[src/core/ulm_pkg.sv]
package ulm_pkg;

  // ----------------------------------------------------------------
  // Register map and widths
  // ----------------------------------------------------------------
  localparam int         ADDR_W  = 8;
  localparam int         BYTE_W  = 8;
  localparam int         RDATA_W = 32;
  localparam logic [7:0] OFS_RBR = 8'h00;  // Receive data, read pops
  localparam logic [7:0] OFS_IER = 8'h04;  // Interrupt enables
  localparam logic [7:0] OFS_LSR = 8'h14;  // Line status
  localparam logic [7:0] OFS_MSR = 8'h18;  // Modem status

  // ----------------------------------------------------------------
  // Field positions
  // ----------------------------------------------------------------
  localparam int LSR_DR   = 0;
  localparam int LSR_OE   = 1;
  localparam int LSR_PE   = 2;
  localparam int LSR_FE   = 3;
  localparam int LSR_BI   = 4;
  localparam int MSR_HANDSHAKE_CHANGE_FLAG = 1;
  localparam int MSR_DSR  = 5;
  localparam int IER_RLS  = 2;
  localparam int IER_MS   = 3;

  // Receive entry layout: data byte plus three error bits
  localparam int ENT_PE = 8;
  localparam int ENT_FE = 9;
  localparam int ENT_BI = 10;
  localparam int ENT_W  = 11;

  // ----------------------------------------------------------------
  // Reset values
  // ----------------------------------------------------------------
  localparam logic [7:0] IER_RST   = 8'h00;
  localparam logic       DSR_N_RST = 1'b1;  // Inactive level of the handshake input

endpackage

[src/core/ulm_status.sv]
`timescale 1ns/1ns
`default_nettype none

module ulm_status
  import ulm_pkg::*;
#(
  parameter int DEPTH       = 64,
  parameter int CHAR_CYCLES = 1100
) (
  input  wire logic               clock,
  input  wire logic               rst,
  input  wire logic [ADDR_W-1:0]  reg_addr,
  input  wire logic               reg_rd,
  input  wire logic               reg_wr,
  input  wire logic [BYTE_W-1:0]  reg_wdata,
  output logic      [RDATA_W-1:0] reg_rdata,
  input  wire logic               rx_done,
  input  wire logic [BYTE_W-1:0]  rx_char,
  input  wire logic               rx_parity_bad,
  input  wire logic               rx_stop_bit,
  input  wire logic               rx_line,
  input  wire logic               dsr_n,
  output logic                    line_status_irq,
  output logic                    modem_status_irq
);

  localparam int AW = $clog2(DEPTH);
  localparam int CW = AW + 1;
  localparam int BW = 16;
  localparam logic [CW-1:0] FULL_CNT = CW'(DEPTH);
  localparam logic [BW-1:0] BRK_CNT  = BW'(CHAR_CYCLES);

  // Exact offset match, shared by every register decode
  function automatic logic addr_hit(
    input logic [ADDR_W-1:0] addr,
    input logic [ADDR_W-1:0] ofs
  );
    return addr == ofs;
  endfunction

  // ----------------------------------------------------------------
  // State
  // ----------------------------------------------------------------
  logic [AW-1:0]      wr_ptr_r, wr_ptr_nxt, rd_ptr_r, rd_ptr_nxt;
  logic [CW-1:0]      count_r, count_nxt;
  logic               head_load_r, head_load_nxt;
  logic               pe_r, pe_nxt, fe_r, fe_nxt, bi_r, bi_nxt, oe_r, oe_nxt;
  logic [BYTE_W-1:0]  ier_r, ier_nxt;
  logic               dsr_meta_r, dsr_sync_r, dsr_prev_r, handshake_change_flag_r, handshake_change_flag_nxt;
  logic [BW-1:0]      brk_cnt_r, brk_cnt_nxt;
  logic [RDATA_W-1:0] rdata_nxt;
  logic               lsi_nxt, msi_nxt;

  logic               rd_rbr, rd_ier, rd_lsr, rd_msr, wr_ier;
  logic               empty, full, pop, push, push_req, brk_evt;
  logic [ENT_W-1:0]   ent_wdata, ram_q;
  logic [BYTE_W-1:0]  lsr_byte, msr_byte, sel_byte;

  ulm_ram #(.W(ENT_W), .AW(AW)) u_ram (
    .clock (clock),
    .we    (push),
    .waddr (wr_ptr_r),
    .wdata (ent_wdata),
    .raddr (rd_ptr_nxt),
    .q     (ram_q)
  );

  // ----------------------------------------------------------------
  // Register decode and receive queue control
  // ----------------------------------------------------------------
  always_comb begin
    rd_rbr   = reg_rd && addr_hit(reg_addr, OFS_RBR);
    rd_ier   = reg_rd && addr_hit(reg_addr, OFS_IER);
    rd_lsr   = reg_rd && addr_hit(reg_addr, OFS_LSR);
    rd_msr   = reg_rd && addr_hit(reg_addr, OFS_MSR);
    wr_ier   = reg_wr && addr_hit(reg_addr, OFS_IER);  // Status writes fall through
    empty    = (count_r == '0);
    full     = (count_r == FULL_CNT);
    pop      = rd_rbr && !empty;
    brk_evt  = !rx_line && (brk_cnt_r == BRK_CNT - 1'b1);
    push_req = rx_done || brk_evt;
    push     = push_req && !full;
    ent_wdata = '0;
    if (rx_done) begin
      ent_wdata[BYTE_W-1:0] = rx_char;
      ent_wdata[ENT_PE]     = rx_parity_bad;
      ent_wdata[ENT_FE]     = !rx_stop_bit;
    end
    ent_wdata[ENT_BI] = brk_evt;
    wr_ptr_nxt = push ? wr_ptr_r + 1'b1 : wr_ptr_r;
    rd_ptr_nxt = pop ? rd_ptr_r + 1'b1 : rd_ptr_r;
    count_nxt  = count_r + CW'(push) - CW'(pop);
    // A new entry becomes head after a pop or a push into an empty queue
    head_load_nxt = (count_nxt != '0) && (pop || (empty && push));
  end

  // ----------------------------------------------------------------
  // Flags, enables, handshake and break timing
  // ----------------------------------------------------------------
  always_comb begin
    pe_nxt   = (pe_r & ~rd_lsr) | (head_load_r & ram_q[ENT_PE]);
    fe_nxt   = (fe_r & ~rd_lsr) | (head_load_r & ram_q[ENT_FE]);
    bi_nxt   = (bi_r & ~rd_lsr) | (head_load_r & ram_q[ENT_BI]);
    oe_nxt   = (oe_r & ~rd_lsr) | (push_req & full);
    ier_nxt  = wr_ier ? reg_wdata : ier_r;
    handshake_change_flag_nxt = (handshake_change_flag_r & ~rd_msr) | (dsr_sync_r ^ dsr_prev_r);
    if (rx_line) begin
      brk_cnt_nxt = '0;
    end else if (brk_cnt_r != BRK_CNT) begin
      brk_cnt_nxt = brk_cnt_r + 1'b1;
    end else begin
      brk_cnt_nxt = brk_cnt_r;
    end
    lsi_nxt = ier_nxt[IER_RLS] & (pe_nxt | fe_nxt | bi_nxt | oe_nxt);
    msi_nxt = ier_nxt[IER_MS] & handshake_change_flag_nxt;
  end

  // ----------------------------------------------------------------
  // Read data, byte repeated on all four lanes
  // ----------------------------------------------------------------
  always_comb begin
    lsr_byte           = '0;
    lsr_byte[LSR_DR]   = !empty;
    lsr_byte[LSR_OE]   = oe_r;
    lsr_byte[LSR_PE]   = pe_r;
    lsr_byte[LSR_FE]   = fe_r;
    lsr_byte[LSR_BI]   = bi_r;
    msr_byte           = '0;
    msr_byte[MSR_HANDSHAKE_CHANGE_FLAG] = handshake_change_flag_r;
    msr_byte[MSR_DSR]  = !dsr_sync_r;
    if (rd_rbr) begin
      sel_byte = ram_q[BYTE_W-1:0];
    end else if (rd_ier) begin
      sel_byte = ier_r;
    end else if (rd_lsr) begin
      sel_byte = lsr_byte;
    end else if (rd_msr) begin
      sel_byte = msr_byte;
    end else begin
      sel_byte = '0;
    end
    rdata_nxt = reg_rd ? {4{sel_byte}} : reg_rdata;
  end

  // Receive queue pointers, fill level and head tracking
  always_ff @(posedge clock) begin
    if (rst) begin
      wr_ptr_r    <= '0;
      rd_ptr_r    <= '0;
      count_r     <= '0;
      head_load_r <= 1'b0;
    end else begin
      wr_ptr_r    <= wr_ptr_nxt;
      rd_ptr_r    <= rd_ptr_nxt;
      count_r     <= count_nxt;
      head_load_r <= head_load_nxt;
    end
  end

  // Line error flags, enables and line interrupt
  always_ff @(posedge clock) begin
    if (rst) begin
      pe_r            <= 1'b0;
      fe_r            <= 1'b0;
      bi_r            <= 1'b0;
      oe_r            <= 1'b0;
      ier_r           <= IER_RST;
      line_status_irq <= 1'b0;
    end else begin
      pe_r            <= pe_nxt;
      fe_r            <= fe_nxt;
      bi_r            <= bi_nxt;
      oe_r            <= oe_nxt;
      ier_r           <= ier_nxt;
      line_status_irq <= lsi_nxt;
    end
  end

  // Handshake synchroniser, change flag and modem interrupt
  always_ff @(posedge clock) begin
    if (rst) begin
      dsr_meta_r       <= DSR_N_RST;
      dsr_sync_r       <= DSR_N_RST;
      dsr_prev_r       <= DSR_N_RST;
      handshake_change_flag_r           <= 1'b0;
      modem_status_irq <= 1'b0;
    end else begin
      dsr_meta_r       <= dsr_n;
      dsr_sync_r       <= dsr_meta_r;
      dsr_prev_r       <= dsr_sync_r;
      handshake_change_flag_r           <= handshake_change_flag_nxt;
      modem_status_irq <= msi_nxt;
    end
  end

  // Break timer on the receive line
  always_ff @(posedge clock) begin
    if (rst) begin
      brk_cnt_r <= '0;
    end else begin
      brk_cnt_r <= brk_cnt_nxt;
    end
  end

  // Registered read data, held between reads
  always_ff @(posedge clock) begin
    if (rst) begin
      reg_rdata <= '0;
    end else begin
      reg_rdata <= rdata_nxt;
    end
  end

endmodule

`default_nettype wire

[src/core/ulm_ram.sv]
`timescale 1ns/1ns
`default_nettype none

module ulm_ram
  import ulm_pkg::*;
#(
  parameter int W  = ENT_W,
  parameter int AW = 6
) (
  input  wire logic          clock,
  input  wire logic          we,
  input  wire logic [AW-1:0] waddr,
  input  wire logic [W-1:0]  wdata,
  input  wire logic [AW-1:0] raddr,
  output logic      [W-1:0]  q
);

  logic [W-1:0] mem [2**AW];
  logic [W-1:0] q_nxt;

  // Read with write-through so a word written to the head shows at once
  always_comb begin
    if (we && (waddr == raddr)) begin
      q_nxt = wdata;
    end else begin
      q_nxt = mem[raddr];
    end
  end

  // Storage and registered read port
  always_ff @(posedge clock) begin
    if (we) begin
      mem[waddr] <= wdata;
    end
    q <= q_nxt;
  end

endmodule

`default_nettype wire

[config.mk]
export PLATFORM = sky130hd
export DESIGN_NAME = ulm_status
export DESIGN_NICKNAME = d
export VERILOG_FILES = /design/src/core/ulm_pkg.sv /design/src/core/ulm_status.sv /design/src/core/ulm_ram.sv
export SDC_FILE = /design/constraint.sdc
export NUM_CORES = 1
export LEC_CHECK = 0
export BUFFER_PORTS_ARGS = -buffer_cell sky130_fd_sc_hd__buf_2
export CORE_ASPECT_RATIO = 0.6
export CORE_MARGIN = 2
export CORE_UTILIZATION = 35
export CTS_CLUSTER_SIZE = 16
export DETAILED_ROUTE_END_ITERATION = 6
export PLACE_DENSITY = 0.57
export SETUP_SLACK_MARGIN = 0.15
export SLEW_MARGIN = 20
export SYNTH_ARGS = -nofsm -noshare
export SYNTH_HDL_FRONTEND = slang
export SYNTH_SLANG_ARGS = --single-unit
[constraint.sdc]
create_clock -name clock -period 4.25 [get_ports clock]
set_clock_uncertainty 0.1 [all_clocks]
set_input_delay 0.2125 -clock clock [delete_from_list [all_inputs] [get_ports clock]]
set_output_delay 0.2125 -clock clock [all_outputs]
set_load 0.02 [all_outputs]
* Yosys cells after proc, flatten, opt, wreduce, memory -nomap -nowiden
Memories as Yosys holds them, arrays and structs flattened. A register that Yosys moved wholly into a read port is not among the register bits.
Index checks and enable logic that the tools add are counted.
** Operators by class
- Add/subtract/negate cells :: 5
- Reduce and logical (&&, ||, !) cells :: 21
- Mux-type cells :: 9
- Equal/unequal tests :: 6
- Bitwise operators :: 22
** Operator list (count)
- $mux W6 :: 3
- $add A16 B1 Y16 const B :: 1
- $eq A16 B11 Y1 const B :: 1
- $eq A8 B5 Y1 const B :: 2
- $mux W8 :: 2
- $ne A16 B11 Y1 const B :: 1
- $add A6 B1 Y6 const B :: 2
- $and A1 B1 Y1 :: 11
- $logic_and A1 B1 Y1 :: 10
- $mux W10 :: 1
- $eq A8 B3 Y1 const B :: 1
- $logic_not A8 Y1 :: 1
- $or A1 B1 Y1 :: 8
- $add A7 B1 Y7 :: 1
- $eq A7 B7 Y1 const B :: 1
- $logic_not A7 Y1 :: 1
- $reduce_bool A7 Y1 :: 1
- $sub A7 B1 Y7 :: 1
- $logic_not A1 Y1 :: 5
- $mux W4 :: 1
- $logic_or A1 B1 Y1 :: 2
- $mux W1 :: 2
- $not A1 Y1 :: 2
- $reduce_or A2 Y1 :: 1
- $xor A1 B1 Y1 :: 1
** Storage, ports and cells
- Output and inout bits :: 34
- Bits in writable memories :: 704
- Bits in registers :: 86
- Memories :: 1
- Input bits :: 33
** Memory list
- u_ram.mem :: depth 64, width 11, rd ports 1, clocked after Yosys merged registers in 1, write ports 1, line ulm_ram.sv:18 : logic [W-1:0] mem [2**AW];

* Longest topological paths before layout
- Word-level depth :: 9
- Depth in mapped cells :: 16

* Modules after synthesis
Synthesis repeated with hierarchy kept, for this count alone.
** Unflattened totals
- Cells, all modules :: 1646
- Area, all modules :: 30639.4 um^2
** By module, submodules not included
- ulm_ram :: area an instance 27386.3 um^2, instances 1, cells an instance 1274, sequential area each 21260.4 um^2
- ulm_status :: area an instance 3253.1 um^2, instances 1, cells an instance 372, sequential area each 1241.2 um^2

* Worst setup path before layout
No wires, ideal clock.
- Path kind :: register -> register
- Start point :: register brk_cnt_r[0]
- End point :: register head_load_r
- Setup time :: 138 ps
- Period minus slack after synthesis :: 3441 ps
- Slack :: 809 ps
- Data required time :: 4012 ps
- Cell stages (with the launch flop) :: 17
- Data arrival time :: 3203 ps
- Path through :: dfxtp_1 > ha_1 > nor4bb_1 > a41oi_1 > a21oi_2 > inv_1 > ha_1 > inv_1 > ha_1 > inv_1 > fa_1 > nand2b_1 > a21oi_1 > o21ai_0 > a21oi_1 > or3_1 > a41oi_1
** Between the ends
- Cells in the longest elaborated chain, start to end :: 8
** Ends and longest elaborated chain
- start, declared :: line ulm_status.sv:50 : logic [BW-1:0] brk_cnt_r, brk_cnt_nxt;
- start signal, assigned :: line ulm_status.sv:201 : brk_cnt_r <= brk_cnt_nxt;
- $eq A16 B11 Y1 * :: line ulm_status.sv:80 : brk_evt = !rx_line && (brk_cnt_r == BRK_CNT - 1'b1);
- $logic_and A1 B1 Y1 * :: line ulm_status.sv:80
- $logic_or A1 B1 Y1 * :: line ulm_status.sv:81 : push_req = rx_done || brk_evt;
- $logic_and A1 B1 Y1 * :: line ulm_status.sv:82 : push = push_req && !full;
- $add A7 B1 Y7 :: line ulm_status.sv:92 : count_nxt = count_r + CW'(push) - CW'(pop);
- $sub A7 B1 Y7 :: line ulm_status.sv:92
- $reduce_bool A7 Y1 :: line ulm_status.sv:94 : head_load_nxt = (count_nxt != '0) && (pop || (empty && push));
- $logic_and A1 B1 Y1 * :: line ulm_status.sv:94
- end signal, assigned :: line ulm_status.sv:156 : head_load_r <= head_load_nxt;
- end, declared :: line ulm_status.sv:46 : logic head_load_r, head_load_nxt;
Every way passes the cells marked *; elsewhere a longest branch is shown, timed or not.
A chain may end at the register's enable or synchronous reset.

* Final worst setup path
Ends and elaborated chain as after synthesis.

==> reports/metrics.yaml <==
path_buf_inv: 3
fillers: 7524
drc: 0
synth.yosys.seq_area_share_pct: 73.86
cts-root-buf: "clkbuf_16"
startpoint_type: "register"
dpl.hpwl_um: 45700
path_cells: "ha_1 > nor4bb_4 > a41oi_2 > a21oi_2 > inv_1 > ha_1 > inv_1 > ha_1 > inv_1 > fa_1 > nand2b_1 > a21oi_1 > o21ai_0 > a21oi_1 > o21ai_0 > a41oi_1"
hp-start: "reg_addr[5]"
syn2layout_area_growth_pct: 15.20
stdcell_count: 2913
syn_area_um2: 30470
dr_total_vias: 15478
worstPathMaxFanout: 5
grt_pass1_wl_um: 106700
fmax_mhz: 263.4
globalplace.congestion: 0.8292
synth_flop_cell: "edfxtp_1"
nNetsFinal: 1761
grt_util_all_layers_pct: 16.54
synth-seq-cells: 772
synth_edf_count: 704
synth.distinct_cells: 62
syn_inst: 1549
die_x_um: 384.9
worstSetupEndpointType: "register"
reg2reg_from: "brk_cnt_r[0]"
slowest_stage: "fa_1"
antenna_found_initial: 3
grt.overflow.total: 0
clk_pin_slew_ns: 0.07
die_y_um: 232.5
cts_max_path_buffers: 3
drt_wl_total_um: 73660
row_count: 83
cts_max_level: 3
cts_buffers: 68
pwr_density_cell_nw_per_um2: 440.0
maxCapViolCount: 0
dp.cells: 2765
drtIter0Drc: 2074
reg2regPathDepth: 16
crit_start: "brk_cnt_r[0]"
cp_top_family: "compound AO/OA/AOI/OAI gates"
power.total_mw: 15.44
ir_drop_v: 0.0002586
cts_sinks: 772
syn_nets: 1596
status: "finished, final reports clean"
n_antenna_cell: 0
cts_tree: "yes"
grt_pass1_vias: 15385
initial_utilization_pct: 35.47
cpPeakStageDelay_ns: 0.43
grt_max_degree: 65
finalMaxSlewViolations: 0
hold_depth: 5
seq_area_um2: 22510
async_reset_ff_share_pct: 0
core_area_um2: 85880
path_depth: 16
wl_per_cell_um: 25.29
antenna_left: 0
layout-drive-gt1-share_pct: 28.31
finalHoldViolCount: 0
multi_input_area_um2: 7345
syn_area_per_cell_um2: 19.67
tns_ns: 0
setup_viol_count_final: 0
path_class: "reg2reg"
die-area_um2: 89500
io_buffers: 66
ios: 67
vias_per_cell: 5.313
postCtsSetupRepairBufs: 0
relSlewSlack_pct: 25.37
p_leak_nw: 10.70
cp.arrival_ns: 4.24
insertion_delay_ns: 0.62
ys_warn_count: 0
post-route-period-util_pct: 89.33
rsz0062_at_grt: "false"
cp.required_ns: 4.69
fin_crit_ns: 3.796
worst_pin_slew_ns: 1.118
layout_common_cells: "edfxtp_1 (704), mux4_2 (202), nor2_1 (125)"
min_path_type: "in2reg"
mostFrequentLayoutCell: "edfxtp_1"
dr.pass1.iters: 5
## final timing paths
check	endpoint	slack [ns]
max	head_load_r	0.45
min	register	0.04
max reg2reg	head_load_r	0.45
min reg2reg	dsr_sync_r	0.32
## what timing repair did
action,in CTS,in global routing
endpoints found under the hold margin,40,0
hold buffers,26,0
resized for setup,0,3
endpoints found under the setup margin,0,2
## cell type report
cell class	instances	share of cell area, %
Timing Repair Buffer	197	4.214
Clock inverter	33	0.9875
Sequential cell	772	64.15
Clock buffer	89	5.462
Multi-Input combinational cell	659	20.93
Inverter	16	0.1711
Tap cell	1147	4.089
## routing by layer
metal  global-route usage [%]  share of wire, %
met1                    26.18                48
met5                        0             0.019
met4                    3.748               1.6
met2                    22.58                42
met3                    4.118               8.6
## cell usage after synthesis, drive strengths merged (8+ instances only)
cell	instances	area [µm²]
clkbuf	31	116.4
a22oi	14	105.1
nand2	49	186.4
nor3	16	80.08
xnor2	11	96.34
a21oi	23	118.9
mux2i	24	240.2
buf	71	493.0
mux4	202	4549
and2	10	62.56
nand4	8	50.05
xor2	18	157.7
nand3	26	130.1
o21ai	10	50.05
ha	13	162.7
nor2b	28	175.2
dfxtp	68	1361
edfxtp	704	21140
nor2	125	469.2
inv	16	60.06
## report_power, final
group / switching [mW] / internal [mW]
registers: 0.0505 / 8.34
clock network: 2.73 / 3.62
logic: 0.456 / 0.249
## through the flow
step,hold WS (ns),setup slack [ns],instance area [µm²],utilization [%]
floorplan,0.2163,0.8087,30470,-
detailed placement,0.3029,0.3910,32550,37.90
global route,0.07334,0.1686,35100,40.86
finish,0.04161,0.4537,35100,40.86
CTS,0.001200,0.3551,35070,40.84
global placement,0.2970,0.4663,32550,37.90
## state kept, by name (all words and copies together) (netlist names), 6 cells and up, named ones only
name	cells
brk_cnt_r	16
u_ram.mem	704
wr_ptr_r	6
ier_r	8
rd_ptr_r	6
count_r	7
reg_rdata	8
## worst reg2reg max path: stages, from the launching register on
cell and delay [ns]:
dfxtp_1 0.42, ha_1 0.29, nor4bb_4 0.37, a41oi_2 0.27
a21oi_2 0.24, inv_1 0.06, ha_1 0.29, inv_1 0.06
ha_1 0.16, inv_1 0.07, fa_1 0.43, nand2b_1 0.17
a21oi_1 0.21, o21ai_0 0.10, a21oi_1 0.18, o21ai_0 0.12
a41oi_1 0.20
## cells by family (layout without fill, tap and decap cells)
logic type,after synthesis,count (layout),synth area share (%)
AO/OA/AOI/OAI,85,85,1.926
AND/OR/NAND/NOR,302,302,4.752
multiplexers,229,229,15.83
adder cells (fa/ha/maj),14,14,0.5996
flip-flops,772,772,73.86
buffers and inverters,118,335,2.197
XOR/XNOR,29,29,0.8337
(Power assumes the default switching activity.)
